## config.mk

```make
export PLATFORM = sky130hd
export DESIGN_NAME = hcbc_bridge_ctrl
export DESIGN_NICKNAME = d
export VERILOG_FILES = /design/src/rtl/hcbc_pkg.sv /design/src/rtl/hcbc_bridge_ctrl.sv
export SDC_FILE = /design/constraint.sdc
export NUM_CORES = 1
export LEC_CHECK = 0
export BUFFER_PORTS_ARGS = -buffer_cell sky130_fd_sc_hd__buf_4
export CAP_MARGIN = 20
export CORE_MARGIN = 5
export CORE_UTILIZATION = 50
export DETAILED_ROUTE_END_ITERATION = 12
export PLACE_DENSITY_LB_ADDON = 0.05
export SKIP_LAST_GASP = 1
export SYNTH_ARGS = -nofsm -noshare
export SYNTH_HDL_FRONTEND = slang
export SYNTH_SLANG_ARGS = --single-unit
```

## constraint.sdc

```tcl
create_clock -name clk -period 3.7 [get_ports clk]
set_clock_uncertainty 0.1 [all_clocks]
set_input_delay 0.555 -clock clk [delete_from_list [all_inputs] [get_ports clk]]
set_output_delay 0.555 -clock clk [all_outputs]
set_load 0.02 [all_outputs]
```

## src/rtl/hcbc_pkg.sv

```systemverilog
package hcbc_pkg;
  // timing figures in their own units
  localparam int unsigned CLK_HZ          = 10_000_000;
  localparam int unsigned CHOP_SETTLE_US  = 160;
  localparam int unsigned RESTART_MS      = 100;
  localparam int unsigned PWM_FREQ_HZ     = 40_000;
  // derived cycle counts (PWM period rounds up)
  localparam int unsigned CHOP_SETTLE_CYC = (CHOP_SETTLE_US * (CLK_HZ / 1_000_000));
  localparam int unsigned RESTART_CYC     = (RESTART_MS * (CLK_HZ / 1_000));
  localparam int unsigned STARTUP_CYC     = CHOP_SETTLE_CYC + RESTART_CYC;
  localparam int unsigned PWM_PERIOD_CYC  = (CLK_HZ + PWM_FREQ_HZ - 1) / PWM_FREQ_HZ;
  localparam int unsigned PWM_W           = 8;
  localparam int unsigned CNT_W           = 24;
  localparam int unsigned SLEW_W          = 4;
  // duty in percent, indexed by variant and selection
  localparam logic [6:0] DUTY_LO_LOW   = 7'h38; // 56
  localparam logic [6:0] DUTY_LO_FLOAT = 7'h3E; // 62
  localparam logic [6:0] DUTY_LO_HIGH  = 7'h44; // 68
  localparam logic [6:0] DUTY_HI_LOW   = 7'h47; // 71
  localparam logic [6:0] DUTY_HI_FLOAT = 7'h50; // 80
  localparam logic [6:0] DUTY_HI_HIGH  = 7'h59; // 89
  localparam logic [6:0] PCT_FULL      = 7'h64; // 100

  typedef enum logic [1:0] {
    HCBC_SEL_LOW   = 2'b00,
    HCBC_SEL_FLOAT = 2'b01,
    HCBC_SEL_HIGH  = 2'b10
  } hcbc_sel_t;

  typedef enum logic [2:0] {
    HCBC_ST_START = 3'b000,
    HCBC_ST_RUN   = 3'b001,
    HCBC_ST_BRAKE = 3'b010,
    HCBC_ST_SLEEP = 3'b011,
    HCBC_ST_KICK  = 3'b100
  } hcbc_state_t;
endpackage : hcbc_pkg

```

## src/rtl/hcbc_bridge_ctrl.sv

```systemverilog
`timescale 1ns/1ps
// Notes on behaviour
// bridge polarity follows field with hysteresis
// host pulls sleep low to brake, sleep
// brake inverts polarity for fixed interval
// after brake, bridge off, logic idle
// stall triggers forced commutation kick
// above speed threshold, PWM gates drive
// duty select low, floating, high
// sleep tied high runs straight from power-up
// polarity edges are slew-stepped, never abrupt
// over-temperature disables bridge until cleared
// outputs invalid until settle and restart delays
// duties 56/62/68 or 71/80/89 percent
// stall timeout, brake interval are parameters
// speed from clock count between Hall edges
module hcbc_bridge_ctrl #(
  parameter int unsigned HIGH_DUTY_VARIANT = 0,
  parameter int unsigned STARTUP_CYCLES    = hcbc_pkg::STARTUP_CYC,
  parameter int unsigned BRAKE_CYCLES      = 200_000,
  parameter int unsigned STALL_CYCLES      = 2_000_000,
  parameter int unsigned KICK_CYCLES       = 100_000,
  parameter int unsigned SPEED_TH_CYCLES   = 20_000
) (
  // clock and power-up reset
  input  wire logic clk,
  input  wire logic arst_n,
  // hall comparator levels
  input  wire logic field_operate_point,
  input  wire logic field_release_point,
  // host and protection inputs
  input  wire logic sleep_n,
  input  wire logic duty_sel_low,
  input  wire logic duty_sel_high,
  input  wire logic over_temp,
  // bridge drive and status
  output logic      bridge_out_a,
  output logic      bridge_out_b,
  output logic      bridge_en,
  output logic      out_valid,
  output logic      asleep
);
  localparam int unsigned CW = hcbc_pkg::CNT_W;
  localparam int unsigned PW = hcbc_pkg::PWM_W;
  localparam logic [CW-1:0] START_C = CW'(STARTUP_CYCLES - 1);
  localparam logic [CW-1:0] BRAKE_C = CW'(BRAKE_CYCLES - 1);
  localparam logic [CW-1:0] STALL_C = CW'(STALL_CYCLES - 1);
  localparam logic [CW-1:0] KICK_C  = CW'(KICK_CYCLES - 1);
  localparam logic [CW-1:0] SPEED_C = CW'(SPEED_TH_CYCLES);
  localparam logic [PW-1:0] PWM_TOP = PW'(hcbc_pkg::PWM_PERIOD_CYC - 1);

  // two-flop synchronisers for all pin inputs
  localparam int unsigned NIN = 6;
  logic [NIN-1:0] pin_raw;
  logic [NIN-1:0] sync1_r;
  logic [NIN-1:0] sync2_r;
  assign pin_raw = {over_temp, duty_sel_high, duty_sel_low, sleep_n, field_release_point, field_operate_point};
  genvar gi;
  generate
    for (gi = 0; gi < NIN; gi++) begin : g_sync
      always_ff @(posedge clk or negedge arst_n) begin
        if (!arst_n) begin
          sync1_r[gi] <= 1'b0;
          sync2_r[gi] <= 1'b0;
        end else begin
          sync1_r[gi] <= pin_raw[gi];
          sync2_r[gi] <= sync1_r[gi];
        end
      end
    end
  endgenerate
  logic op_s, rp_s, slp_n_s, sel_lo_s, sel_hi_s, ot_s;
  assign {ot_s, sel_hi_s, sel_lo_s, slp_n_s, rp_s, op_s} = sync2_r;

  // state
  hcbc_pkg::hcbc_state_t st_r, st_nxt;
  logic [CW-1:0] tmr_r, tmr_nxt;
  logic [CW-1:0] per_r, per_nxt;
  logic [CW-1:0] stall_r, stall_nxt;
  logic          pole_r, pole_nxt;
  logic          fast_r, fast_nxt;
  logic [PW-1:0] pwm_r, pwm_nxt;
  logic [hcbc_pkg::SLEW_W-1:0] slew_r, slew_nxt;
  logic          a_r, a_nxt, b_r, b_nxt, en_r, en_nxt, val_r, val_nxt, slp_r, slp_nxt;

  logic          pole_new;
  logic          hall_edge;
  logic [6:0]    duty_pct;
  logic [PW+6:0] duty_cmp;
  logic          pwm_on;
  logic          drive_pol;
  logic          drive_on;
  logic          pwm_gate;

  always_comb begin
    // field below release -> pole 0, above operate -> pole 1, else hold
    pole_new = pole_r;
    if (op_s) pole_new = 1'b1;
    else if (rp_s) pole_new = 1'b0;
    hall_edge = (pole_new != pole_r);
    // lo wins if both straps read asserted
    if (HIGH_DUTY_VARIANT != 0) begin
      duty_pct = sel_lo_s ? hcbc_pkg::DUTY_HI_LOW
               : (sel_hi_s ? hcbc_pkg::DUTY_HI_HIGH : hcbc_pkg::DUTY_HI_FLOAT);
    end else begin
      duty_pct = sel_lo_s ? hcbc_pkg::DUTY_LO_LOW
               : (sel_hi_s ? hcbc_pkg::DUTY_LO_HIGH : hcbc_pkg::DUTY_LO_FLOAT);
    end
    duty_cmp = (PW+7)'(duty_pct) * (PW+7)'(hcbc_pkg::PWM_PERIOD_CYC);
    pwm_on   = ((PW+7)'(pwm_r) * (PW+7)'(hcbc_pkg::PCT_FULL)) < duty_cmp;
  end

  always_comb begin
    st_nxt    = st_r;
    tmr_nxt   = tmr_r;
    per_nxt   = per_r;
    stall_nxt = stall_r;
    pole_nxt  = pole_new;
    fast_nxt  = fast_r;
    pwm_nxt   = (pwm_r == PWM_TOP) ? '0 : pwm_r + 1'b1;
    drive_pol = pole_new;
    drive_on  = 1'b0;
    // speed measured as cycles between hall edges; saturates when slow
    if (hall_edge) begin
      fast_nxt = (per_r < SPEED_C);
      per_nxt  = '0;
    end else if (per_r != {CW{1'b1}}) begin
      per_nxt = per_r + 1'b1;
      if (per_r >= SPEED_C) fast_nxt = 1'b0;
    end
    case (st_r)
      hcbc_pkg::HCBC_ST_START: begin
        // sleep tied high simply finds slp_n_s high here
        tmr_nxt = tmr_r + 1'b1;
        if (tmr_r >= START_C) begin
          tmr_nxt = '0;
          stall_nxt = '0;
          st_nxt  = slp_n_s ? hcbc_pkg::HCBC_ST_RUN : hcbc_pkg::HCBC_ST_SLEEP;
        end
      end
      hcbc_pkg::HCBC_ST_RUN: begin
        drive_on = 1'b1;
        stall_nxt = hall_edge ? '0 : stall_r + 1'b1;
        if (!slp_n_s) begin
          st_nxt  = hcbc_pkg::HCBC_ST_BRAKE;
          tmr_nxt = '0;
          pole_nxt = pole_r; // freeze the polarity to invert
        end else if (stall_r >= STALL_C && !ot_s) begin
          st_nxt  = hcbc_pkg::HCBC_ST_KICK;
          tmr_nxt = '0;
        end
      end
      hcbc_pkg::HCBC_ST_KICK: begin
        // forced commutation: drive the opposite pole to pull the rotor on
        drive_on  = 1'b1;
        drive_pol = ~pole_r;
        pole_nxt  = pole_r;
        tmr_nxt   = tmr_r + 1'b1;
        if (!slp_n_s) begin
          st_nxt  = hcbc_pkg::HCBC_ST_BRAKE;
          tmr_nxt = '0;
        end else if (tmr_r >= KICK_C) begin
          st_nxt    = hcbc_pkg::HCBC_ST_RUN;
          stall_nxt = '0;
          tmr_nxt   = '0;
        end
      end
      hcbc_pkg::HCBC_ST_BRAKE: begin
        drive_on  = 1'b1;
        drive_pol = ~pole_r;
        pole_nxt  = pole_r;
        tmr_nxt   = tmr_r + 1'b1;
        if (tmr_r >= BRAKE_C) begin
          st_nxt  = hcbc_pkg::HCBC_ST_SLEEP;
          tmr_nxt = '0;
        end
      end
      hcbc_pkg::HCBC_ST_SLEEP: begin
        // counters frozen, pwm counter cleared, to keep activity down while asleep
        pwm_nxt  = '0;
        per_nxt  = per_r;
        fast_nxt = 1'b0;
        if (slp_n_s) begin
          st_nxt    = hcbc_pkg::HCBC_ST_RUN;
          stall_nxt = '0;
        end
      end
      default: begin
        st_nxt  = hcbc_pkg::HCBC_ST_START;
        tmr_nxt = '0;
      end
    endcase
    // pwm only in normal running above speed threshold; it gates the enable alone,
    // since re-arming the slew on every pwm edge would eat into the duty
    pwm_gate = !(st_r == hcbc_pkg::HCBC_ST_RUN && fast_r && !pwm_on);
    if (ot_s) drive_on = 1'b0;
    // slew: a polarity change passes through a dead off phase of SLEW steps
    // polarity keeps tracking the pole while the drive is off
    a_nxt    = a_r;
    b_nxt    = b_r;
    slew_nxt = slew_r;
    en_nxt   = 1'b0;
    if ((a_r != drive_pol) || (b_r == drive_pol)) begin
      slew_nxt = '1;
      a_nxt    = drive_pol;
      b_nxt    = ~drive_pol;
    end else if (!drive_on) begin
      slew_nxt = '1;
    end else if (slew_r != '0) begin
      slew_nxt = slew_r - 1'b1;
    end else begin
      // no drive in the cycle that enters sleep
      en_nxt = pwm_gate && (st_nxt != hcbc_pkg::HCBC_ST_SLEEP);
    end
    val_nxt = (st_nxt != hcbc_pkg::HCBC_ST_START);
    slp_nxt = (st_nxt == hcbc_pkg::HCBC_ST_SLEEP);
  end

  always_ff @(posedge clk or negedge arst_n) begin
    if (!arst_n) begin
      st_r    <= hcbc_pkg::HCBC_ST_START;
      tmr_r   <= '0;
      per_r   <= '1;
      stall_r <= '0;
      pole_r  <= 1'b0;
      fast_r  <= 1'b0;
      pwm_r   <= '0;
      slew_r  <= '1;
      a_r     <= 1'b0;
      b_r     <= 1'b1;
      en_r    <= 1'b0;
      val_r   <= 1'b0;
      slp_r   <= 1'b0;
    end else begin
      st_r    <= st_nxt;
      tmr_r   <= tmr_nxt;
      per_r   <= per_nxt;
      stall_r <= stall_nxt;
      pole_r  <= pole_nxt;
      fast_r  <= fast_nxt;
      pwm_r   <= pwm_nxt;
      slew_r  <= slew_nxt;
      a_r     <= a_nxt;
      b_r     <= b_nxt;
      en_r    <= en_nxt;
      val_r   <= val_nxt;
      slp_r   <= slp_nxt;
    end
  end

  assign bridge_out_a = a_r;
  assign bridge_out_b = b_r;
  assign bridge_en    = en_r;
  assign out_valid    = val_r;
  assign asleep       = slp_r;
endmodule : hcbc_bridge_ctrl

```

## Word-level counts from Yosys, hierarchy flattened

Index checks and enable logic that the tools add are counted.

- Register bits after elaboration: 106
- Bits in latches: 0
- Memory bits (writable): 0
- ROM bits: 0
- Bits of input ports: 8
- Output and inout bits: 5
- Word-level logic and storage cells: 128
- Memories kept: 0

- $add $sub $neg: 5
- $mul: 2
- Div/mod/pow operators: 0
- $lt $le $gt $ge: 7
- Equality and inequality tests: 18
- Shift-type cells: 0
- Muxes and demuxes: 45
- Bitwise gates (word level): 4
- Reduce and logical (&&, ||, !) cells: 22

Operators by type and width:

| kind | number |
|---|---|
| 2-to-1 mux 24 bit | 13 |
| one-hot mux 24 bit (5 select lines) | 1 |
| one-hot mux 24 bit (4 select lines) | 1 |
| adder 24 x 1 -> 24 bit, second input constant | 3 |
| >= comparator 24 x 15 -> 1 bit, second input constant | 1 |
| >= comparator 24 x 17 -> 1 bit, second input constant | 1 |
| >= comparator 24 x 18 -> 1 bit, second input constant | 1 |
| >= comparator 24 x 20 -> 1 bit, second input constant | 1 |
| >= comparator 24 x 21 -> 1 bit, second input constant | 1 |
| < comparator 24 x 15 -> 1 bit, second input constant | 1 |
| inequality test 24 bit, second input constant | 1 |
| 2-to-1 mux 3 bit | 7 |
| 2-to-1 mux 8 bit | 2 |
| < comparator 15 bit | 1 |
| one-hot mux 3 bit (5 select lines) | 1 |
| multiplier 7 x 7 -> 14 bit, second input constant | 1 |
| 2-to-1 mux 7 bit | 2 |
| multiplier 8 x 5 -> 13 bit, second input constant | 1 |
| 2-to-1 mux 1 bit | 13 |
| 2-to-1 mux 4 bit | 3 |
| inequality test 2 bit, second input constant | 5 |
| equality test 3 x 2 -> 1 bit, second input constant | 3 |
| nonzero test 3 bit | 3 |
| adder 8 x 1 -> 8 bit, second input constant | 1 |
| other kinds (22) | 35 |

## Depth between registers and ports, before layout

Gate-level depths: netlist of run 1.

- Depth in word-level cells: 11
- Gate-level depth with buffers: 19
- Mapped depth without buffers: 19

## Worst setup path before layout of run 1

No wires, ideal clock.

- Path kind: reg2reg
- Start: register pwm_r[2]
- End: register en_r, in the netlist bridge_en
- Arrival: 3.664 ns
- Required time: 3.439 ns
- Setup slack: -0.225 ns
- Stages on the path, launching flop included: 18
- Clock period less this slack: 3.925 ns
- Cells stage by stage: dfrtp_1 > inv_1 > ha_1 > inv_1 > ha_1 > fa_1 > ha_1 > a21oi_1 > o21bai_1 > a21o_1 > a21oi_1 > o21ai_0 > xnor2_1 > ha_1 > nand4_1 > or3_1 > a211oi_1 > a2111oi_2

- Word-level cells in the longest chain between the ends: 9

Ends and longest elaborated chain:

| what | RTL line | source |
|---|---|---|
| start, declared | hcbc_bridge_ctrl.sv:82 | `logic [PW-1:0] pwm_r, pwm_nxt;` |
| start signal, assigned | hcbc_bridge_ctrl.sv:241 | `pwm_r <= pwm_nxt;` |
| multiplier 8 x 5 -> 13 bit | hcbc_bridge_ctrl.sv:110 | `pwm_on = ((PW+7)'(pwm_r) * (PW+7)'(hcbc_pkg::PCT_FULL)) < duty_cmp;` |
| < comparator 15 bit | hcbc_bridge_ctrl.sv:110 |  |
| logical NOT 1 bit | hcbc_bridge_ctrl.sv:195 | `pwm_gate = !(st_r == hcbc_pkg::HCBC_ST_RUN && fast_r && !pwm_on);` |
| logical AND 1 bit | hcbc_bridge_ctrl.sv:195 |  |
| logical NOT 1 bit | hcbc_bridge_ctrl.sv:195 |  |
| logical AND 1 bit | hcbc_bridge_ctrl.sv:213 | `en_nxt = pwm_gate && (st_nxt != hcbc_pkg::HCBC_ST_SLEEP);` |
| 2-to-1 mux 1 bit | hcbc_bridge_ctrl.sv:209 | `end else if (slew_r != '0) begin` |
| 2-to-1 mux 1 bit | hcbc_bridge_ctrl.sv:207 | `end else if (!drive_on) begin` |
| 2-to-1 mux 1 bit | hcbc_bridge_ctrl.sv:203 | `if ((a_r != drive_pol) \|\| (b_r == drive_pol)) begin` |
| named net en_nxt | hcbc_bridge_ctrl.sv:84 | `logic a_r, a_nxt, b_r, b_nxt, en_r, en_nxt, val_r, val_nxt, slp_r, slp_nxt;` |
| end signal, assigned | hcbc_bridge_ctrl.sv:245 | `en_r <= en_nxt;` |
| end, declared | hcbc_bridge_ctrl.sv:84 |  |

The timed path passes the listed nets, and every way through them passes these cells.
A chain may end at the register's enable or synchronous reset.

## Worst setup path after layout of run 1

Same ends and word-level chain as after synthesis.

==> results.yml, run 1 <==
final_layout:
  multiInputGateArea_sq_um: 3593
  diodes: 0
  synthToLayoutAreaGrowth_pct: 12.48
  n_fill_cell: 1104
  drive_above_1_share_pct: 15.54
  seqCellArea_sq_um: 2690
  fin_nets: 783
floorplan:
  fp.dieH_microns: 123.2
  rows: 41
  core_sq_um: 12570
  pin_count: 13
  die_x_microns: 123.2
  start_util_pct: 50.97
  dieArea_sq_um: 15180
min_path:
  hold_class: "in2async"
clocking:
  cts_made_buffers: 9
  ctsHtreeMaxLevel: 3
  cts-root-buf: "clkbuf_16"
  cts_hold_buf: 0
  clockBufferDepth: 2
  clk_latency_ns: 0.36
  cts_tree: "built"
  clock_sink_count: 106
  path_clk_slew_ns: 0.07
yosys:
  yosys_most_used_dff: "dfrtp_1"
  synth-edff-count: 0
  synth_area_sq_um: 6406
  yosys_warnings: 0
  synth_top_area_share_pct: 30.08
  synthCells: 701
  synth_area_leaders: "dfrtp_1 30%, dfstp_2 12%, ha_1 9.8%, o21ai_0 4.2%, nor2_1 4.1%"
  synth_fp_nets: 762
  async_flop_share_pct: 100.0
  yosysMostFrequentCell: "dfrtp_1"
  ys_seq_area_share_pct: 41.97
  synth_cell_type_count: 62
  synth_common_cells: "77 x dfrtp_1, 70 x nor2_1, 56 x nand2_1, 54 x o21ai_0, 50 x ha_1"
  syn_avg_cell_area_sq_um: 9.139
  ys_ff_latch: 106
  synth_top_area_cell: "dfrtp_1"
drt:
  vias: 5099
  first_pass_iters: 4
  first_iter_violations: 332
  drc_errors: 0
  via_per_inst: 5.672
  wl_per_cell_microns: 15.11
  drt-total-wl_microns: 13590
  final_antenna_net_count: 0
critical_path:
  reg2regPathDepth: 18
  end_kind: "register"
  critPathKind: "reg2reg"
  crit_path_start: "pwm_r[2]$_DFF_PN0_"
  reg2reg_to: "bridge_en$_DFF_PN0_"
  crit_required_ns: 3.84
  reg2reg_slack_ns: -0.17
  start_kind: "register"
  cp_max_fo: 4
  rr_startpoint: "pwm_r[2]$_DFF_PN0_"
  arrival_ns: 4.01
  endpoint: "bridge_en$_DFF_PN0_"
run:
  max_cap_viol_count: 0
sta:
  clock.fmax_mhz: 258.2
  period_minus_slack_ns: 3.873
  tightest_slew_ns: 0.8042
  finalMaxSlewViolations: 0
  rsz0062_at_grt: "yes"
  max-slew-margin-rel_pct: 46.26
  setup_viol: 1
  fin_ws_ns: -0.1729
  fin_crit_sh_pct: 104.7
  hold_viol: 0
  setup-tns-final_ns: -0.1729
place:
  port_buffers: 12
  gp_congestion: 0.8395
  dp.final_hpwl_microns: 9718
  place_ws_ns: -0.1847
outcome:
  status: "complete, but fails checks"
  failed_checks: "negative setup slack"
global_routing:
  grt_max_degree: 58
  grtUsageTotal_pct: 19.10
  grt_pass1_wl_microns: 23290
  antenna_found_initial: 0
  grt_pass1_vias: 4871
  grt_overflow: 0
power_and_ir_drop:
  pwr_density_cell_nw_per_um2: 317.5
  leakagePower_nw: 3.196
  ir_worst_vdd_uv: 288.5
## layout make-up
cell class	count	area share, %
sequential	106	37.33
inverter	42	2.188
multi-input combinational	530	49.87
clock buffer	10	3.178
clock inverter	6	1.007
timing repair buffer	33	3.438
tap	172	2.987
## layout by cell type, fill, tap and decap left out, types with 29 or more instances in the layout
master,instances
inv_1,38
o21ai_0,52
a21oi_1,41
dfrtp_1,76
nand3_1,31
dfstp_2,29
buf_4,33
nor2_1,70
ha_1,42
nand2_1,56
## worst min path at each step
stage                         start                    to  cells past startpoint
4_1_cts                      arst_n    pwm_r[2]$_DFF_PN0_                      1
5_1_grt                duty_sel_low  sync1_r[3]$_DFF_PN0_                      1
2_1_floorplan                arst_n      asleep$_DFF_PN0_                      0
3_3_place_gp   sync1_r[3]$_DFF_PN0_    sel_lo_s$_DFF_PN0_                      0
3_5_place_dp   sync1_r[0]$_DFF_PN0_        op_s$_DFF_PN0_                      0
6_report                     arst_n    pwm_r[2]$_DFF_PN0_                      1
## state kept, by name, summed over array words and instances, names as in the netlist, 3 cells and up
signal and count:
slew_r 4, sync1_r 6, stall_r 24, pwm_r 8, st_r 3, per_r 24
tmr_r 24
## stage by stage
stage / util (%) / area (sq um) / hold slack [ns] / total power [mW] / cells
after CTS: 56.76 / 7134 / 0.1862 / 2.324 / 899
after floorplan: - / 6450 / 0.1594 / 1.284 / 701
after global routing: 57.33 / 7206 / 0.1865 / 2.385 / 899
final: 57.33 / 7206 / 0.1633 / 2.288 / 899
after detailed placement: 54.03 / 6790 / 0.2404 / 1.337 / 880
after global placement: 54.03 / 6790 / 0.2328 / 1.332 / 880
## kinds of logic after synthesis
group                    count (synthesis)  synth area share (%)
AO/OA/AOI/OAI                          167                 16.33
other                                    1               0.05854
flip-flops                             106                 41.97
multiplexers                             3                0.5078
buffers and inverters                   65                 4.023
adder cells (fa/ha/maj)                 53                 10.70
AND/OR/NAND/NOR                        271                 21.62
XOR/XNOR                                35                 4.785
## power by group
part,total [mW],internal [mW],switching (mW),leakage [nW]
Sequential,1.21,1.19,0.0216,1.31
Combinational,0.0989,0.0369,0.0620,1.74
Clock,0.975,0.534,0.442,0.149
## routing by layer
layer / GRT usage, % / vias up / part of all wire (%)
met5: 0 / - / 0
met4: 6.021 / 0 / 1.6
met3: 3.705 / 18 / 2.8
met2: 31.09 / 70 / 49
met1: 25.83 / 2448 / 47
li1: - / 2563 / -
## worst max-delay path, stage by stage (launching register included)
cell	delay, ns
dfrtp_1	0.43
inv_2	0.07
ha_4	0.26
inv_2	0.03
ha_4	0.20
fa_1	0.52
ha_4	0.22
a21oi_2	0.14
o21bai_2	0.09
a21o_1	0.17
a21oi_2	0.15
buf_4	0.14
xnor2_2	0.05
ha_1	0.31
a21o_1	0.18
a21o_1	0.16
a21oi_2	0.14
o31ai_2	0.08
a2111oi_2	0.31
## what timing repair did
action	in CTS	in global routing
pin swaps	14	15
buffers inserted	3	0
gates resized for setup	4	12
endpoints found under the setup margin	1	1
hold endpoints to repair	0	0
(Power assumes the default switching activity.)
==> inputs of run 2 (changes only) <==
--- a/config.mk
+++ b/config.mk
@@ -5,6 +5,7 @@
 export SDC_FILE = /design/constraint.sdc
 export NUM_CORES = 1
 export LEC_CHECK = 0
+export ABC_AREA = 1
 export BUFFER_PORTS_ARGS = -buffer_cell sky130_fd_sc_hd__buf_4
 export CAP_MARGIN = 20
 export CORE_MARGIN = 5
==> results.yml, run 2 <==
floorplan:
  rows: 44
  fp.dieH_microns: 132.8
  start_util_pct: 51.51
  die_x_microns: 132.8
  dieArea_sq_um: 17640
  core_sq_um: 14640
  pin_count: 13
yosys:
  synth_area_sq_um: 7543
  synth_area_leaders: "dfrtp_1 26%, nand2_1 12%, dfstp_2 10%, ha_1 8.3%, inv_1 6.8%"
  ys_seq_area_share_pct: 35.64
  ys_ff_latch: 106
  synth_common_cells: "245 x nand2_1, 137 x inv_1, 100 x nor2_1, 85 x nand3_1, 77 x dfrtp_1"
  yosys_warnings: 0
  synth_fp_nets: 1082
  synthCells: 1021
  yosysMostFrequentCell: "nand2_1"
  syn_avg_cell_area_sq_um: 7.388
  synth_cell_type_count: 46
  yosys_most_used_dff: "dfrtp_1"
  synth_top_area_share_pct: 25.54
  synth-edff-count: 0
  async_flop_share_pct: 100.0
  synth_top_area_cell: "dfrtp_1"
sta:
  finalMaxSlewViolations: 0
  fin_ws_ns: 0.06419
  setup_viol: 0
  period_minus_slack_ns: 3.636
  max-slew-margin-rel_pct: 41.54
  tightest_slew_ns: 0.8769
  clock.fmax_mhz: 275.0
  rsz0062_at_grt: "yes"
  setup-tns-final_ns: 0
  hold_viol: 0
  fin_crit_sh_pct: 98.27
  whs_ns: 0.1948
power_and_ir_drop:
  pwr_density_cell_nw_per_um2: 275.6
  leakagePower_nw: 3.851
  total_power_mw: 2.276
  ir_worst_vdd_uv: 346.3
final_layout:
  final_area_sq_um: 8257
  drive_above_1_share_pct: 12.25
  fin_nets: 1101
  layout_common_cells: "242 x nand2_1, 135 x inv_1, 99 x nor2_1, 84 x nand3_1, 77 x dfrtp_1"
  n_fill_cell: 1403
  synthToLayoutAreaGrowth_pct: 9.454
  largestRegisters: "per_r (24), stall_r (24), tmr_r (24)"
  diodes: 0
  finalNonFillerCells: 1229
  final_common_cell: "nand2_1"
  utilization_pct: 56.38
drt:
  drc_errors: 0
  drt-total-wl_microns: 17190
  wl_per_cell_microns: 13.98
  via_per_inst: 5.346
  first_iter_violations: 449
  vias: 6570
  final_antenna_net_count: 0
  first_pass_iters: 5
clocking:
  cts_tree: "built"
  path_clk_slew_ns: 0.08
  clk_latency_ns: 0.36
  ctsHtreeMaxLevel: 3
  cts-root-buf: "clkbuf_16"
  cts_hold_buf: 0
  clock_sink_count: 106
  cts_made_buffers: 9
  clockBufferDepth: 2
place:
  gp_congestion: 0.9503
  placed_cell_area_sq_um: 7843
  dp.cells: 1210
  port_buffers: 12
  place_ws_ns: -0.1337
  dp.final_hpwl_microns: 12590
critical_path:
  reg2reg_slack_ns: 0.06
  crit_path_start: "pwm_r[3]$_DFF_PN0_"
  crit_required_ns: 3.85
  arrival_ns: 3.79
  critPathKind: "reg2reg"
  end_kind: "register"
  endpoint: "bridge_en$_DFF_PN0_"
  rr_startpoint: "pwm_r[3]$_DFF_PN0_"
  reg2regPathDepth: 22
  reg2reg_to: "bridge_en$_DFF_PN0_"
  start_kind: "register"
  cp_max_fo: 4
global_routing:
  grt_pass1_wl_microns: 29480
  antenna_found_initial: 0
  grt_overflow: 0
  grtUsageTotal_pct: 19.94
  grt_max_degree: 72
  grt_pass1_vias: 6053
run:
  max_cap_viol_count: 0
min_path:
  hold_class: "in2reg"
outcome:
  status: "complete, no violations"
run 2: changes by cell type after synthesis, sizes merged, moves of 15 or more:
cell	previous run	this run
nand4	21	64
nand2	56	249
a21oi	45	20
or3	15	0
nand3	31	88
o21ai	56	40
nor2	71	107
xor2	13	39
inv	42	143
and3	17	2
nor3	18	34
run 2: worst min path at each step:
stage	start	end	slack, ns	cells past startpoint
finish	sleep_n	sync1_r[2]$_DFF_PN0_	0.19	1
global route	field_operate_point	sync1_r[0]$_DFF_PN0_	0.17	1
CTS	field_operate_point	sync1_r[0]$_DFF_PN0_	0.18	1
detailed placement	sync1_r[3]$_DFF_PN0_	sel_lo_s$_DFF_PN0_	0.24	0
global placement	sync1_r[5]$_DFF_PN0_	ot_s$_DFF_PN0_	0.23	0
floorplan	arst_n	asleep$_DFF_PN0_	0.16	0
run 2: logic make-up after synthesis:
logic type	synth area share, %
buffers and inverters	9.089
adder cells (fa/ha/maj)	9.089
XOR/XNOR	5.921
AND/OR/NAND/NOR	33.31
AO/OA/AOI/OAI	6.900
other	0.04971
flip-flops	35.64
run 2: where the power goes:
group          internal [mW]  leakage [nW]  switching, mW
clock                  0.492         0.144          0.483
sequential              1.18          1.31         0.0165
combinational         0.0304          2.40         0.0737
total                   1.70          3.85          0.573
run 2: layer usage:
layer	vias to the layer above	GRT usage [%]	part of all wire, %
met2	128	32.00	47
met3	22	3.948	3.4
met1	3033	27.95	48
li1	3387	-	-
met5	-	0	0
met4	0	4.503	1.4
run 2: layout make-up:
class,count,area [sq um],share of cell area (%)
Multi-Input combinational cell,747,4265,51.66
Tap cell,184,230.2,2.788
Clock buffer,10,239.0,2.894
Timing Repair Buffer,31,232.7,2.819
Inverter,145,544.3,6.592
Clock inverter,6,56.30,0.6819
Sequential cell,106,2689,32.57
run 2: repair_timing:
action | in CTS | in global routing
endpoints found under the hold margin | 0 | 0
gates cloned | 0 | 0
endpoints found under the setup margin | 1 | 1
gates resized for setup | 3 | 22
pin swaps | 2 | 21
buffers inserted | 1 | 2
run 2: worst max-delay path, stage by stage (launching register included):
cell and delay (ns):
dfrtp_1 0.43, ha_1 0.31, ha_1 0.29, inv_2 0.04, fa_1 0.50, inv_2 0.05, ha_4 0.22, a21oi_2 0.13
o21ai_2 0.08, nand2_1 0.06, nand2_1 0.06, a21oi_2 0.15, o21ai_1 0.09, nand2_1 0.10, nand2_1 0.07, nand2_1 0.07
nand2_2 0.07, ha_4 0.28, nand2_4 0.05, nor2_4 0.10, nand3_2 0.09, a21oi_2 0.14, nor2_1 0.05
